<file path="src/core/pkt_header_regs.svh">
// Constants for the packet header framer
`ifndef PKT_HEADER_REGS_SVH
`define PKT_HEADER_REGS_SVH
`define SYNC_WORD 16'heb25
`define HDR_WORDS 4'd12
`define LAST_WORD 4'd11
`define VER_MIN 8'h01
`define VER_MAX 8'h05
`define SETUP_TYPE 8'h01
`define TYPE_MAX 8'h72
`define CHAN_COUNT 16
`define CHAN_BITS 4
`define FLAG_SEC 7
`define FLAG_TSRC 6
`define FLAG_SYNC 5
`define FLAG_OVF 4
`define CLK_MHZ 20
`define RTC_MHZ 10
`define RTC_DIV (`CLK_MHZ / `RTC_MHZ)
`endif

</file>
<file path="src/core/pkt_header_pkg.sv">
// Types for the packet header framer
package pkt_header_pkg;
   typedef enum logic [1:0] {IDLE, EMIT, DONE} phase_t;
endpackage

</file>
<file path="src/core/pkt_header_framer.sv">
// Packet header framer: builds the 24-byte header as twelve 16-bit words
`timescale 1ns/10ps
`default_nettype none
`include "pkt_header_regs.svh"
module pkt_header_framer
   import pkt_header_pkg::*;
(
   input wire logic clk_i,
   input wire logic rst_n_i,
   input wire logic [3:0] mux_bits_i,
   input wire logic [15:0] mux_source_i,
   input wire logic start_i,
   output logic start_ready_o,
   input wire logic [15:0] source_channel_identifier_i,
   input wire logic [31:0] packet_length_i,
   input wire logic [31:0] data_length_i,
   input wire logic [7:0] version_i,
   input wire logic [7:0] data_type_i,
   input wire logic sec_hdr_i,
   input wire logic sec_time_src_i,
   input wire logic sync_err_i,
   input wire logic overflow_i,
   input wire logic [1:0] time_fmt_i,
   input wire logic [1:0] cksum_size_i,
   input wire logic body_first_i,
   output logic [15:0] word_o,
   output logic word_valid_o,
   output logic word_last_o,
   input wire logic word_ready_i,
   output logic [47:0] rtc_o,
   output logic reject_o
);
   typedef struct packed {
      logic [1:0] rst_sync;
      logic rtc_div;
      logic [47:0] rtc;
      logic [47:0] stamp;
      phase_t phase;
      logic [3:0] idx;
      logic [15:0] sum;
      logic [15:0] chan;
      logic [31:0] plen;
      logic [31:0] dlen;
      logic [7:0] ver;
      logic [7:0] seq;
      logic [7:0] flags;
      logic [7:0] dtype;
      logic [1:0] cnt;
      logic [1:0][15:0] buf_data;
      logic [1:0] buf_last;
      logic buf_wr;
      logic buf_rd;
      logic reject;
   } state_t;

   state_t state_reg;
   state_t state_next;
   logic [7:0] seq_reg [`CHAN_COUNT];
   logic [`CHAN_BITS-1:0] chan_slot;
   logic [15:0] chan_id;
   logic [15:0] low_mask;
   logic [15:0] cur_word;
   logic [7:0] flags_w;
   logic ok;
   logic push;
   logic pop;
   logic rst_n;

   assign rst_n = state_reg.rst_sync[1];

   // ------------------------------------------------------------
   // Reset release
   // ------------------------------------------------------------
   logic [1:0] rsync;
   always_ff @(posedge clk_i or negedge rst_n_i) begin
      if (!rst_n_i) begin
         rsync <= 2'h0;
      end else begin
         rsync <= {rsync[0], 1'b1};
      end
   end

   // ------------------------------------------------------------
   // Header field assembly
   // ------------------------------------------------------------
   // Multiplexer bits on top, source id in the remaining low bits
   assign low_mask = (mux_bits_i == 4'h0) ? 16'hffff : (16'hffff >> mux_bits_i);
   assign chan_id = ((mux_source_i << (5'd16 - {1'b0, mux_bits_i})) & ~low_mask)
      | (source_channel_identifier_i & low_mask);
   assign chan_slot = chan_id[`CHAN_BITS-1:0];
   // Time source bit forced low without a secondary header
   assign flags_w = {sec_hdr_i, sec_hdr_i & sec_time_src_i, sync_err_i, overflow_i,
      time_fmt_i, cksum_size_i};
   // Invalid requests are refused rather than emitted with bad fields
   assign ok = (version_i >= `VER_MIN) && (version_i <= `VER_MAX)
      && (packet_length_i[1:0] == 2'h0)
      && (data_length_i <= packet_length_i)
      && !time_fmt_i[1]
      && ((data_type_i == `SETUP_TYPE) == (chan_id == 16'h0000) || data_type_i == 8'h00)
      && (data_type_i <= `TYPE_MAX);
   assign start_ready_o = (state_reg.phase == IDLE);

   always_comb begin
      case (state_reg.idx)
         4'd0: cur_word = `SYNC_WORD;
         4'd1: cur_word = state_reg.chan;
         4'd2: cur_word = state_reg.plen[15:0];
         4'd3: cur_word = state_reg.plen[31:16];
         4'd4: cur_word = state_reg.dlen[15:0];
         4'd5: cur_word = state_reg.dlen[31:16];
         4'd6: cur_word = {state_reg.seq, state_reg.ver};
         4'd7: cur_word = {state_reg.dtype, state_reg.flags};
         4'd8: cur_word = state_reg.stamp[15:0];
         4'd9: cur_word = state_reg.stamp[31:16];
         4'd10: cur_word = state_reg.stamp[47:32];
         4'd11: cur_word = state_reg.sum;
         default: cur_word = 16'h0000;
      endcase
   end

   // ------------------------------------------------------------
   // Two-entry output buffer
   // ------------------------------------------------------------
   assign push = (state_reg.phase == EMIT) && (state_reg.cnt != 2'd2);
   assign pop = word_valid_o && word_ready_i;
   assign word_valid_o = (state_reg.cnt != 2'd0);
   assign word_o = state_reg.buf_data[state_reg.buf_rd];
   assign word_last_o = word_valid_o && state_reg.buf_last[state_reg.buf_rd];
   assign rtc_o = state_reg.rtc;
   assign reject_o = state_reg.reject;

   always_comb begin
      state_next = state_reg;
      state_next.rst_sync = rsync;
      state_next.reject = 1'b0;
      // Free-running divider; counts across packets and never reloads
      state_next.rtc_div = ~state_reg.rtc_div;
      if (state_reg.rtc_div) begin
         state_next.rtc = state_reg.rtc + 48'h1;
      end
      if (body_first_i) begin
         state_next.stamp = state_reg.rtc;
      end
      case (state_reg.phase)
         IDLE: begin
            if (start_i) begin
               if (ok) begin
                  state_next.phase = EMIT;
                  state_next.idx = 4'd0;
                  state_next.chan = chan_id;
                  state_next.plen = packet_length_i;
                  state_next.dlen = data_length_i;
                  state_next.ver = version_i;
                  state_next.seq = seq_reg[chan_slot];
                  state_next.flags = flags_w;
                  state_next.dtype = data_type_i;
               end else begin
                  state_next.reject = 1'b1;
               end
            end
         end
         EMIT: begin
            if (push) begin
               if (state_reg.idx == 4'd0) begin
                  state_next.sum = cur_word;
               end else if (state_reg.idx != `LAST_WORD) begin
                  state_next.sum = state_reg.sum + cur_word;
               end
               state_next.idx = state_reg.idx + 4'd1;
               if (state_reg.idx == `LAST_WORD) begin
                  state_next.phase = DONE;
               end
            end
         end
         DONE: begin
            if (state_reg.cnt == 2'd0) begin
               state_next.phase = IDLE;
            end
         end
         default: state_next.phase = IDLE;
      endcase
      if (push) begin
         state_next.buf_data[state_reg.buf_wr] = cur_word;
         state_next.buf_last[state_reg.buf_wr] = (state_reg.idx == `LAST_WORD);
         state_next.buf_wr = ~state_reg.buf_wr;
      end
      if (pop) begin
         state_next.buf_rd = ~state_reg.buf_rd;
      end
      state_next.cnt = state_reg.cnt + {1'b0, push} - {1'b0, pop};
   end

   always_ff @(posedge clk_i or negedge rst_n_i) begin
      if (!rst_n_i) begin
         state_reg <= '0;
      end else if (!rst_n) begin
         state_reg <= '0;
         state_reg.rst_sync <= rsync;
      end else begin
         state_reg <= state_next;
      end
   end

   // ------------------------------------------------------------
   // Per-channel sequence counters
   // ------------------------------------------------------------
   // Only the low id bits pick a slot; wider systems alias channels
   genvar g;
   generate
      for (g = 0; g < `CHAN_COUNT; g++) begin : g_seq
         always_ff @(posedge clk_i or negedge rst_n_i) begin
            if (!rst_n_i) begin
               seq_reg[g] <= 8'h00;
            end else if (rst_n && state_reg.phase == IDLE && start_i && ok && chan_slot == g) begin
               seq_reg[g] <= seq_reg[g] + 8'h01;
            end
         end
      end
   endgenerate

   // ------------------------------------------------------------
   // Field checks
   // ------------------------------------------------------------
   AST_SYNC_FIRST: assert property (@(posedge clk_i) disable iff (!rst_n)
      (state_reg.phase == EMIT && state_reg.idx == 4'd0 && push) |=> state_reg.buf_data[$past(state_reg.buf_wr)] == `SYNC_WORD)
      else $error("sync word wrong");

   AST_VER_RANGE: assert property (@(posedge clk_i) disable iff (!rst_n)
      state_reg.phase == EMIT |-> state_reg.ver >= `VER_MIN && state_reg.ver <= `VER_MAX)
      else $error("bad version");

   AST_LEN_ALIGN: assert property (@(posedge clk_i) disable iff (!rst_n)
      state_reg.phase == EMIT |-> state_reg.plen[1:0] == 2'h0)
      else $error("length unaligned");

   AST_DLEN_FIT: assert property (@(posedge clk_i) disable iff (!rst_n)
      state_reg.phase == EMIT |-> state_reg.dlen <= state_reg.plen)
      else $error("data length beyond packet");

   AST_TSRC: assert property (@(posedge clk_i) disable iff (!rst_n)
      state_reg.flags[`FLAG_TSRC] |-> state_reg.flags[`FLAG_SEC])
      else $error("time source without sec");

   AST_FMT: assert property (@(posedge clk_i) disable iff (!rst_n)
      state_reg.phase == EMIT |-> !state_reg.flags[3])
      else $error("reserved time format");

   AST_TYPE_MAX: assert property (@(posedge clk_i) disable iff (!rst_n)
      state_reg.phase == EMIT |-> state_reg.dtype <= `TYPE_MAX)
      else $error("unassigned data type");

   AST_CH0_TYPE: assert property (@(posedge clk_i) disable iff (!rst_n)
      (state_reg.phase == EMIT && state_reg.chan == 16'h0000) |-> state_reg.dtype <= `SETUP_TYPE)
      else $error("channel zero type");

   AST_SETUP_CH0: assert property (@(posedge clk_i) disable iff (!rst_n)
      (state_reg.phase == EMIT && state_reg.dtype == `SETUP_TYPE) |-> state_reg.chan == 16'h0000)
      else $error("setup record off channel zero");

   AST_FLAG_SEC: assert property (@(posedge clk_i) disable iff (!rst_n)
      (state_reg.phase == IDLE && start_i && ok) |=> state_reg.flags[`FLAG_SEC] == $past(sec_hdr_i))
      else $error("secondary header flag");

   AST_FLAG_ERR: assert property (@(posedge clk_i) disable iff (!rst_n)
      (state_reg.phase == IDLE && start_i && ok) |=> state_reg.flags[`FLAG_SYNC] == $past(sync_err_i)
      && state_reg.flags[`FLAG_OVF] == $past(overflow_i))
      else $error("error flags");

   AST_FLAG_CKS: assert property (@(posedge clk_i) disable iff (!rst_n)
      (state_reg.phase == IDLE && start_i && ok) |=> state_reg.flags[1:0] == $past(cksum_size_i))
      else $error("checksum size flags");

   // ------------------------------------------------------------
   // Counter checks
   // ------------------------------------------------------------
   AST_SEQ_INC: assert property (@(posedge clk_i) disable iff (!rst_n)
      (state_reg.phase == IDLE && start_i && ok) |=> state_reg.seq == $past(seq_reg[chan_slot])
      && seq_reg[$past(chan_slot)] == $past(seq_reg[chan_slot]) + 8'h01)
      else $error("sequence step");

   AST_SEQ_WRAP: assert property (@(posedge clk_i) disable iff (!rst_n)
      (state_reg.phase == IDLE && start_i && ok && seq_reg[chan_slot] == 8'hff) |=> seq_reg[$past(chan_slot)] == 8'h00)
      else $error("sequence wrap");

   AST_RTC_RUN: assert property (@(posedge clk_i) disable iff (!rst_n)
      ##1 state_reg.rtc == $past(state_reg.rtc, 2) + 48'h1 || $past(rst_n, 2) == 1'b0)
      else $error("time counter stalled");

   AST_RTC_STEP: assert property (@(posedge clk_i) disable iff (!rst_n)
      state_reg.rtc_div |=> state_reg.rtc == $past(state_reg.rtc) + 48'h1)
      else $error("time counter step");

   AST_RTC_HOLD: assert property (@(posedge clk_i) disable iff (!rst_n)
      !state_reg.rtc_div |=> state_reg.rtc == $past(state_reg.rtc))
      else $error("time counter too fast");

   AST_STAMP: assert property (@(posedge clk_i) disable iff (!rst_n)
      body_first_i |=> state_reg.stamp == $past(state_reg.rtc))
      else $error("stamp not latched");

   AST_SUM_START: assert property (@(posedge clk_i) disable iff (!rst_n)
      (push && state_reg.idx == 4'd0) |=> state_reg.sum == `SYNC_WORD)
      else $error("checksum start");

   AST_SUM_STEP: assert property (@(posedge clk_i) disable iff (!rst_n)
      (push && state_reg.idx != 4'd0 && state_reg.idx != `LAST_WORD)
      |=> state_reg.sum == $past(state_reg.sum) + $past(cur_word))
      else $error("checksum step");

   AST_LAST_SUM: assert property (@(posedge clk_i) disable iff (!rst_n)
      word_last_o |-> word_o == state_reg.sum)
      else $error("last word not checksum");

   // ------------------------------------------------------------
   // Flow checks
   // ------------------------------------------------------------
   AST_HDR_LEN: assert property (@(posedge clk_i) disable iff (!rst_n)
      (state_reg.phase == IDLE && start_i && ok) |=> state_reg.phase == EMIT [*1] ##[1:40] state_reg.phase == DONE)
      else $error("header not finished");

   AST_ACCEPT: assert property (@(posedge clk_i) disable iff (!rst_n)
      (state_reg.phase == IDLE && start_i && ok) |=> !reject_o && !start_ready_o)
      else $error("accepted start not taken");

   AST_REFUSE: assert property (@(posedge clk_i) disable iff (!rst_n)
      (state_reg.phase == IDLE && start_i && !ok) |=> reject_o && start_ready_o)
      else $error("refused start not flagged");

   AST_HOLD: assert property (@(posedge clk_i) disable iff (!rst_n)
      (word_valid_o && !word_ready_i) |=> word_valid_o && $stable(word_o) && $stable(word_last_o))
      else $error("word dropped under stall");

   AST_BUF_DEPTH: assert property (@(posedge clk_i) disable iff (!rst_n)
      state_reg.cnt != 2'd3)
      else $error("buffer overfilled");

   AST_IDLE_EMPTY: assert property (@(posedge clk_i) disable iff (!rst_n)
      start_ready_o |-> !word_valid_o)
      else $error("ready with words pending");

   AST_IDX_RANGE: assert property (@(posedge clk_i) disable iff (!rst_n)
      state_reg.phase == EMIT |-> state_reg.idx <= `LAST_WORD)
      else $error("word index out of range");
endmodule
`default_nettype wire

</file>
<file path="config.mk">
export PLATFORM = sky130hd
export DESIGN_NAME = pkt_header_framer
export DESIGN_NICKNAME = d
export VERILOG_FILES = /design/src/core/pkt_header_pkg.sv /design/src/core/pkt_header_framer.sv
export VERILOG_INCLUDE_DIRS = /design/src /design/src/core
export SDC_FILE = /design/constraint.sdc
export NUM_CORES = 1
export LEC_CHECK = 0
export BUFFER_PORTS_ARGS = -buffer_cell sky130_fd_sc_hd__clkbuf_2
export CELL_PAD_IN_SITES_DETAIL_PLACEMENT = 0
export CELL_PAD_IN_SITES_GLOBAL_PLACEMENT = 1
export CORE_AREA = 2 2 238 240
export CTS_CLUSTER_DIAMETER = 30
export DETAILED_ROUTE_END_ITERATION = 8
export DIE_AREA = 0 0 240 242
export HOLD_SLACK_MARGIN = 0.08
export PLACE_DENSITY_LB_ADDON = 0.1
export SYNTH_ARGS = -nofsm -noshare
export SYNTH_HDL_FRONTEND = slang
export SYNTH_SLANG_ARGS = --single-unit
</file>
<file path="constraint.sdc">
create_clock -name clk_i -period 5.5 [get_ports clk_i]
set_input_delay 1.1 -clock clk_i [delete_from_list [all_inputs] [get_ports clk_i]]
set_output_delay 1.1 -clock clk_i [all_outputs]
set_load 0.05 [all_outputs]
</file>
# Word-level counts from Yosys, hierarchy flattened
# Cells that the tools add are included.
[classes]
n_mux = 36
n_eq_ne = 47
add_sub_neg = 22
n_bitwise = 9
order_cmp = 8
reduce_logical = 44
n_shift = 2
[ops]
columns = ["cell", "count"]
rows = [
  ["$mux 112", 3],
  ["$mux 270", 1],
  ["$pmux 16 s12", 1],
  ["$add 8x1->8 const B", 16],
  ["$mux 16", 7],
  ["$mux 48", 2],
  ["$add 48x1->48 const B", 1],
  ["$eq 4x4->1 const B", 12],
  ["$mux 35", 1],
  ["$and 16x16->16", 2],
  ["$bmux 8 s4", 1],
  ["$bwmux 32", 1],
  ["$eq 4x3->1 const B", 8],
  ["$le 32x32->1", 1],
  ["$logic_and 1x1->1", 29],
  ["$mux 22", 1],
  ["$add 16x16->16", 1],
  ["$demux 16 s1", 1],
  ["$eq 4x2->1 const B", 4],
  ["$logic_not 16->1", 1],
  ["$mux 8", 2],
  ["$not 16->16", 1],
  ["$or 16x16->16", 1],
  ["$shl 16x5->16", 1],
  ["other kinds (41)", 69],
]
[word_totals]
reg_bits = 402
elab_cells = 206
in_bits = 129
out_inout_bits = 68

# Depth between registers and ports, before layout
[logic_depth]
depth_word = 14
mapped_depth = 20
mapped_depth_nobuf = 18

# Least setup slack after synthesis
# Ideal clock, no wire load.
[synth_path]
path_type = "input to register"
start = "input port mux_bits_i[0]"
end = "register state_reg[171] (netlist name)"
setup_time_ps = 119
stages = 17
n_path_buf = 6
setup_slack_ps = 769
t_arrival_ps = 4612
required_time_ps = 5381
cell_sequence = "buf_6 buf_4 inv_2 ha_1 ha_1 buf_2 buf_1 nand2b_1 o22ai_1 a221oi_1 o2111ai_1 nand4b_2 o32ai_4 buf_6 nor3_1 buf_2 o21a_1"
[synth_between]
elab_chain_cells = 12
word_cells_on_any_way = 16
classes_between = "add/sub: 1; eq/ne: 2; shift: 2; mux: 1; bitwise: 4; reduce/logical: 6"
[synth_lines]
columns = ["item", "line", "text"]
rows = [
  ["from (decl)", "pkt_header_framer.sv:10", "input wire logic [3:0] mux_bits_i,"],
  ["branches (longest 4 deep; another with $sub 5x4->5)", "-", ""],
  ["$or 16x16->16 (*)", "pkt_header_framer.sv:89", "| (source_channel_identifier_i & low_mask);"],
  ["$logic_not 16->1 (*)", "pkt_header_framer.sv:99", "&& ((data_type_i == `SETUP_TYPE) == (chan_id == 16'h0000) || data_type_i == 8'h00)"],
  ["$eq 1x1->1 (*)", "pkt_header_framer.sv:99", ""],
  ["$logic_or 1x1->1 (*)", "pkt_header_framer.sv:99", ""],
  ["$logic_and 1x1->1 (*) (2 in series)", "pkt_header_framer.sv:95", "assign ok = (version_i >= `VER_MIN) && (version_i <= `VER_MAX)"],
  ["$ne 3x2->1 (no source line) (*)", "-", ""],
  ["$reduce_and 5->1 (no source line) (*)", "-", ""],
  ["to (signal assigned)", "pkt_header_framer.sv:200", "state_reg <= state_next;"],
  ["to (decl)", "pkt_header_framer.sv:56", "state_t state_reg;"],
]
# Every way passes the cells marked *.
# A chain may end at the register's enable or synchronous reset.

# Worst setup path after layout
[layout_path]
start = "register state_reg[167] (netlist name)"
end = "register state_reg[165] (netlist name)"
[layout_between]
elab_chain_cells = 8
word_cells_on_any_way = 22
classes_between = "add/sub: 1; eq/ne: 13; mux: 6; reduce/logical: 2"
[layout_lines]
columns = ["item", "line", "text"]
rows = [
  ["$eq 4x4->1 (tied with other cells)", "pkt_header_framer.sv:104", "case (state_reg.idx)"],
  ["$pmux 16 s12", "pkt_header_framer.sv:104", ""],
  ["$add 16x16->16", "pkt_header_framer.sv:167", "state_next.sum = state_reg.sum + cur_word;"],
  ["$mux 16", "pkt_header_framer.sv:166", "end else if (state_reg.idx != `LAST_WORD) begin"],
  ["$mux 16", "pkt_header_framer.sv:164", "if (state_reg.idx == 4'd0) begin"],
  ["$mux 22", "pkt_header_framer.sv:163", "if (push) begin"],
  ["$mux 16", "pkt_header_framer.sv:144", "case (state_reg.phase)"],
  ["$mux 270", "pkt_header_framer.sv:196", "end else if (!rst_n) begin"],
]
# Parallel ways exist; a longest one is shown, timed or not. The select of a mux whose other input is x is not followed.

==> flow_summary.yaml <==
detailed_routing:
  routedWlPerCell_um: 23.1
  ant_nets: 0
  vias: 18148
  vias_per_cell: 5.70
  drt_iter0_drc: 1410
  routed_wl_mm: 73.5
  firstDrtPassIters: 5
  drcViolationCount: 0
logic_synthesis:
  syn_nets: 2365
  synth_area_leaders: "dfrtp_1 45%, xor2_1 5.5%, mux4_2 4.4%"
  ys_seq_area_frac: 0.445
  yosys_register_bits: 401
  synth_common_cells: "401 x dfrtp_1, 169 x nor2_1, 161 x nand2_1, 142 x xor2_1, 110 x a22o_1"
  avgSynthCellArea_um2: 10.4
  netlist.area_leader.share: 0.445
  synth-async-reset-ratio: 1.00
  synthesis.area_mm2: 0.0225
  synth_cells: 2161
  yosysWarnings: 0
  ys.flop_type: "dfrtp_1"
  synth_cell_types: 83
  synthMostInstantiatedCell: "dfrtp_1"
  synth_edf_count: 0
  synth.largest_area_cell: "dfrtp_1"
cts:
  clock_latency_ns: 0.64
  cts_setup_buffers: 0
  clock-sinks: 401
  cts_root_buffer: "clkbuf_16"
  htreeDepth: 3
  clockBufferDepth: 3
  clkTransAtPathRegs_ns: 0.05
  ctsHoldBuffers: 0
  cts_made_buffers: 104
  cts_resized: 0
  cts_tree: "built"
worst_setup_path:
  startpoint_type: "flip-flop"
  crit_fanout: 16
  cp.required_ns: 6.02
  end_kind: "flip-flop"
  arrival_ns: 5.31
  path_class: "flip-flop to flip-flop"
hold_path:
  worstHoldPathType: "flip-flop to flip-flop"
die:
  die_h_um: 242
  start_util: 0.405
  pin_count: 197
  rows: 87
  core_mm2: 0.0557
  fp.dieW_um: 240
  die-area_mm2: 0.0581
sta:
  period_needed_ns: 4.79
  setup_viol_count_final: 0
  setup_tns_ns: 0
  rsz0062_at_grt: "no"
  worst_slack_ns: 0.710
  slew_viol_final: 0
  hold_viol_final: 0
  min_period_over_period: 0.871
  worst-slew-pin-transition_ns: 0.995
  fmax_mhz: 209
  fin_worst_skew_ns: 0.0256
  slew_headroom: 0.328
cells_and_area:
  largest_reg_flops: 222
  instances_no_fill: 3183
  drive_gt1_frac: 0.223
  area_delta_synth_final_pct: 23.5
  nNetsFinal: 2543
  nFillCells: 5116
power_and_ir_drop:
  powerDensity_mw_per_mm2: 357
  ir_drop_mv: 0.277
  leakage_uw: 0.0134
  total_power_uw: 9940
grt:
  grt_max_degree: 113
  grt_pass1_vias: 18269
  antenna_found_initial: 4
  grt_pass1_wl_mm: 113
  grt_use_total: 0.254
  gr-total-overflow: 0
placed_design:
  portBuffers: 196
  hpwl_mm: 52.6
  gp_congestion: 0.903
  dp_slack_ns: 0.281
  placed_cells: 2989
run:
  maxCapViolations: 0
status:
  outcome: "finished clean"
worst max-delay path, stage by stage, from the launching register on:
cell and delay (ns):
dfrtp_1 0.41, inv_1 0.10, ha_1 0.24, and3b_1 0.46
a22oi_1 0.33, nand4_1 0.12, nor2_1 0.51, inv_1 0.10
ha_1 0.25, inv_1 0.08, fa_1 0.20, nor2b_1 0.06
o21ai_0 0.25, a21boi_0 0.22, o211ai_1 0.29, a21oi_1 0.20
o311ai_0 0.55, a211o_1 0.20, nand3_1 0.06
path summary, 6_finish.rpt:
| check | slack (ns) | cells past startpoint | start | to |
|---|---|---|---|---|
| worst min-delay path | 0.34 | 0 | rsync[0]$_DFF_PN0_ | state_reg[270]$_DFF_PN0_ |
| worst max register to register | 0.71 | 18 | state_reg[167]$_DFFE_PN0P_ | state_reg[165]$_DFFE_PN0P_ |
| worst min register to register | 0.34 | 0 | rsync[0]$_DFF_PN0_ | state_reg[270]$_DFF_PN0_ |
| worst max-delay path | 0.71 | 18 | state_reg[167]$_DFFE_PN0P_ | state_reg[165]$_DFFE_PN0P_ |
| max in group asynchronous | 3.76 | 2 | rst_n_i | seq_reg[22]$_DFFE_PN0P_ |
| min in group asynchronous | 0.48 | 1 | rst_n_i | state_reg[23]$_DFFE_PN0P_ |
logic make-up (layout without fill, tap and decap cells):
group	count (synthesis)	count (layout)	synth area share
AOI/OAI and AO/OA	407	407	0.134
xor gates and xnor gates	162	162	0.0633
adders and majority gates	75	75	0.0420
buffers and inverters	241	506	0.0534
DFF	401	401	0.445
muxes	157	157	0.0963
other	1	2	0.000166
and+or+nand+nor	717	717	0.166
cell type report:
type                    count  area (um2)  share of cell area
repair buffers            246        1470              0.0527
flip-flops and latches    401       10000               0.360
well taps                 756         946              0.0340
clock inverters            57         790              0.0284
diodes                      1        2.50           0.0000899
clock buffers             136        3010               0.108
multi-input cells        1519       11300               0.408
inverters                  67         253             0.00908
stage by stage:
| step | cell area (um2) | util | hold WS, ns |
|---|---|---|---|
| floorplan | 22500 | - | 0.331 |
| global placement | 24000 | 0.432 | 0.333 |
| detailed placement | 24000 | 0.432 | 0.336 |
| CTS | 27800 | 0.500 | 0.347 |
| global route | 27800 | 0.500 | 0.361 |
| finish | 27800 | 0.500 | 0.344 |
where the power goes:
| part | internal, uW | switching (uW) |
|---|---|---|
| clock network | 4520 | 1930 |
| logic | 171 | 343 |
| registers | 2970 | 6.11 |
| total | 7660 | 2280 |
cells in the final DEF (no fill, tap or decap), drive strengths merged, types with 7 or more instances in the layout:
master	count
a211oi	11
a21o	7
a21oi	48
a221oi	10
a22o	110
a22oi	55
a31oi	7
and2	26
and3	21
and4	7
buf	51
bufinv	15
clkbuf	331
clkinv	24
clkinvlp	15
dfrtp	401
ha	74
inv	70
mux2	37
mux2i	76
mux4	44
nand2	161
nand3	83
nand4	66
nor2	169
nor2b	12
nor3	52
nor3b	14
nor4	38
nor4b	19
o211ai	8
o21a	7
o21ai	77
o2bb2ai	9
or3	21
or4	7
xnor2	20
xor2	142
layer usage:
layer | routed length, um | global-route usage
met1 | 31800 | 0.343
met2 | 35200 | 0.412
met3 | 4310 | 0.0468
met4 | 2140 | 0.0829
met5 | 40 | 0
(Power assumes the default switching activity.)
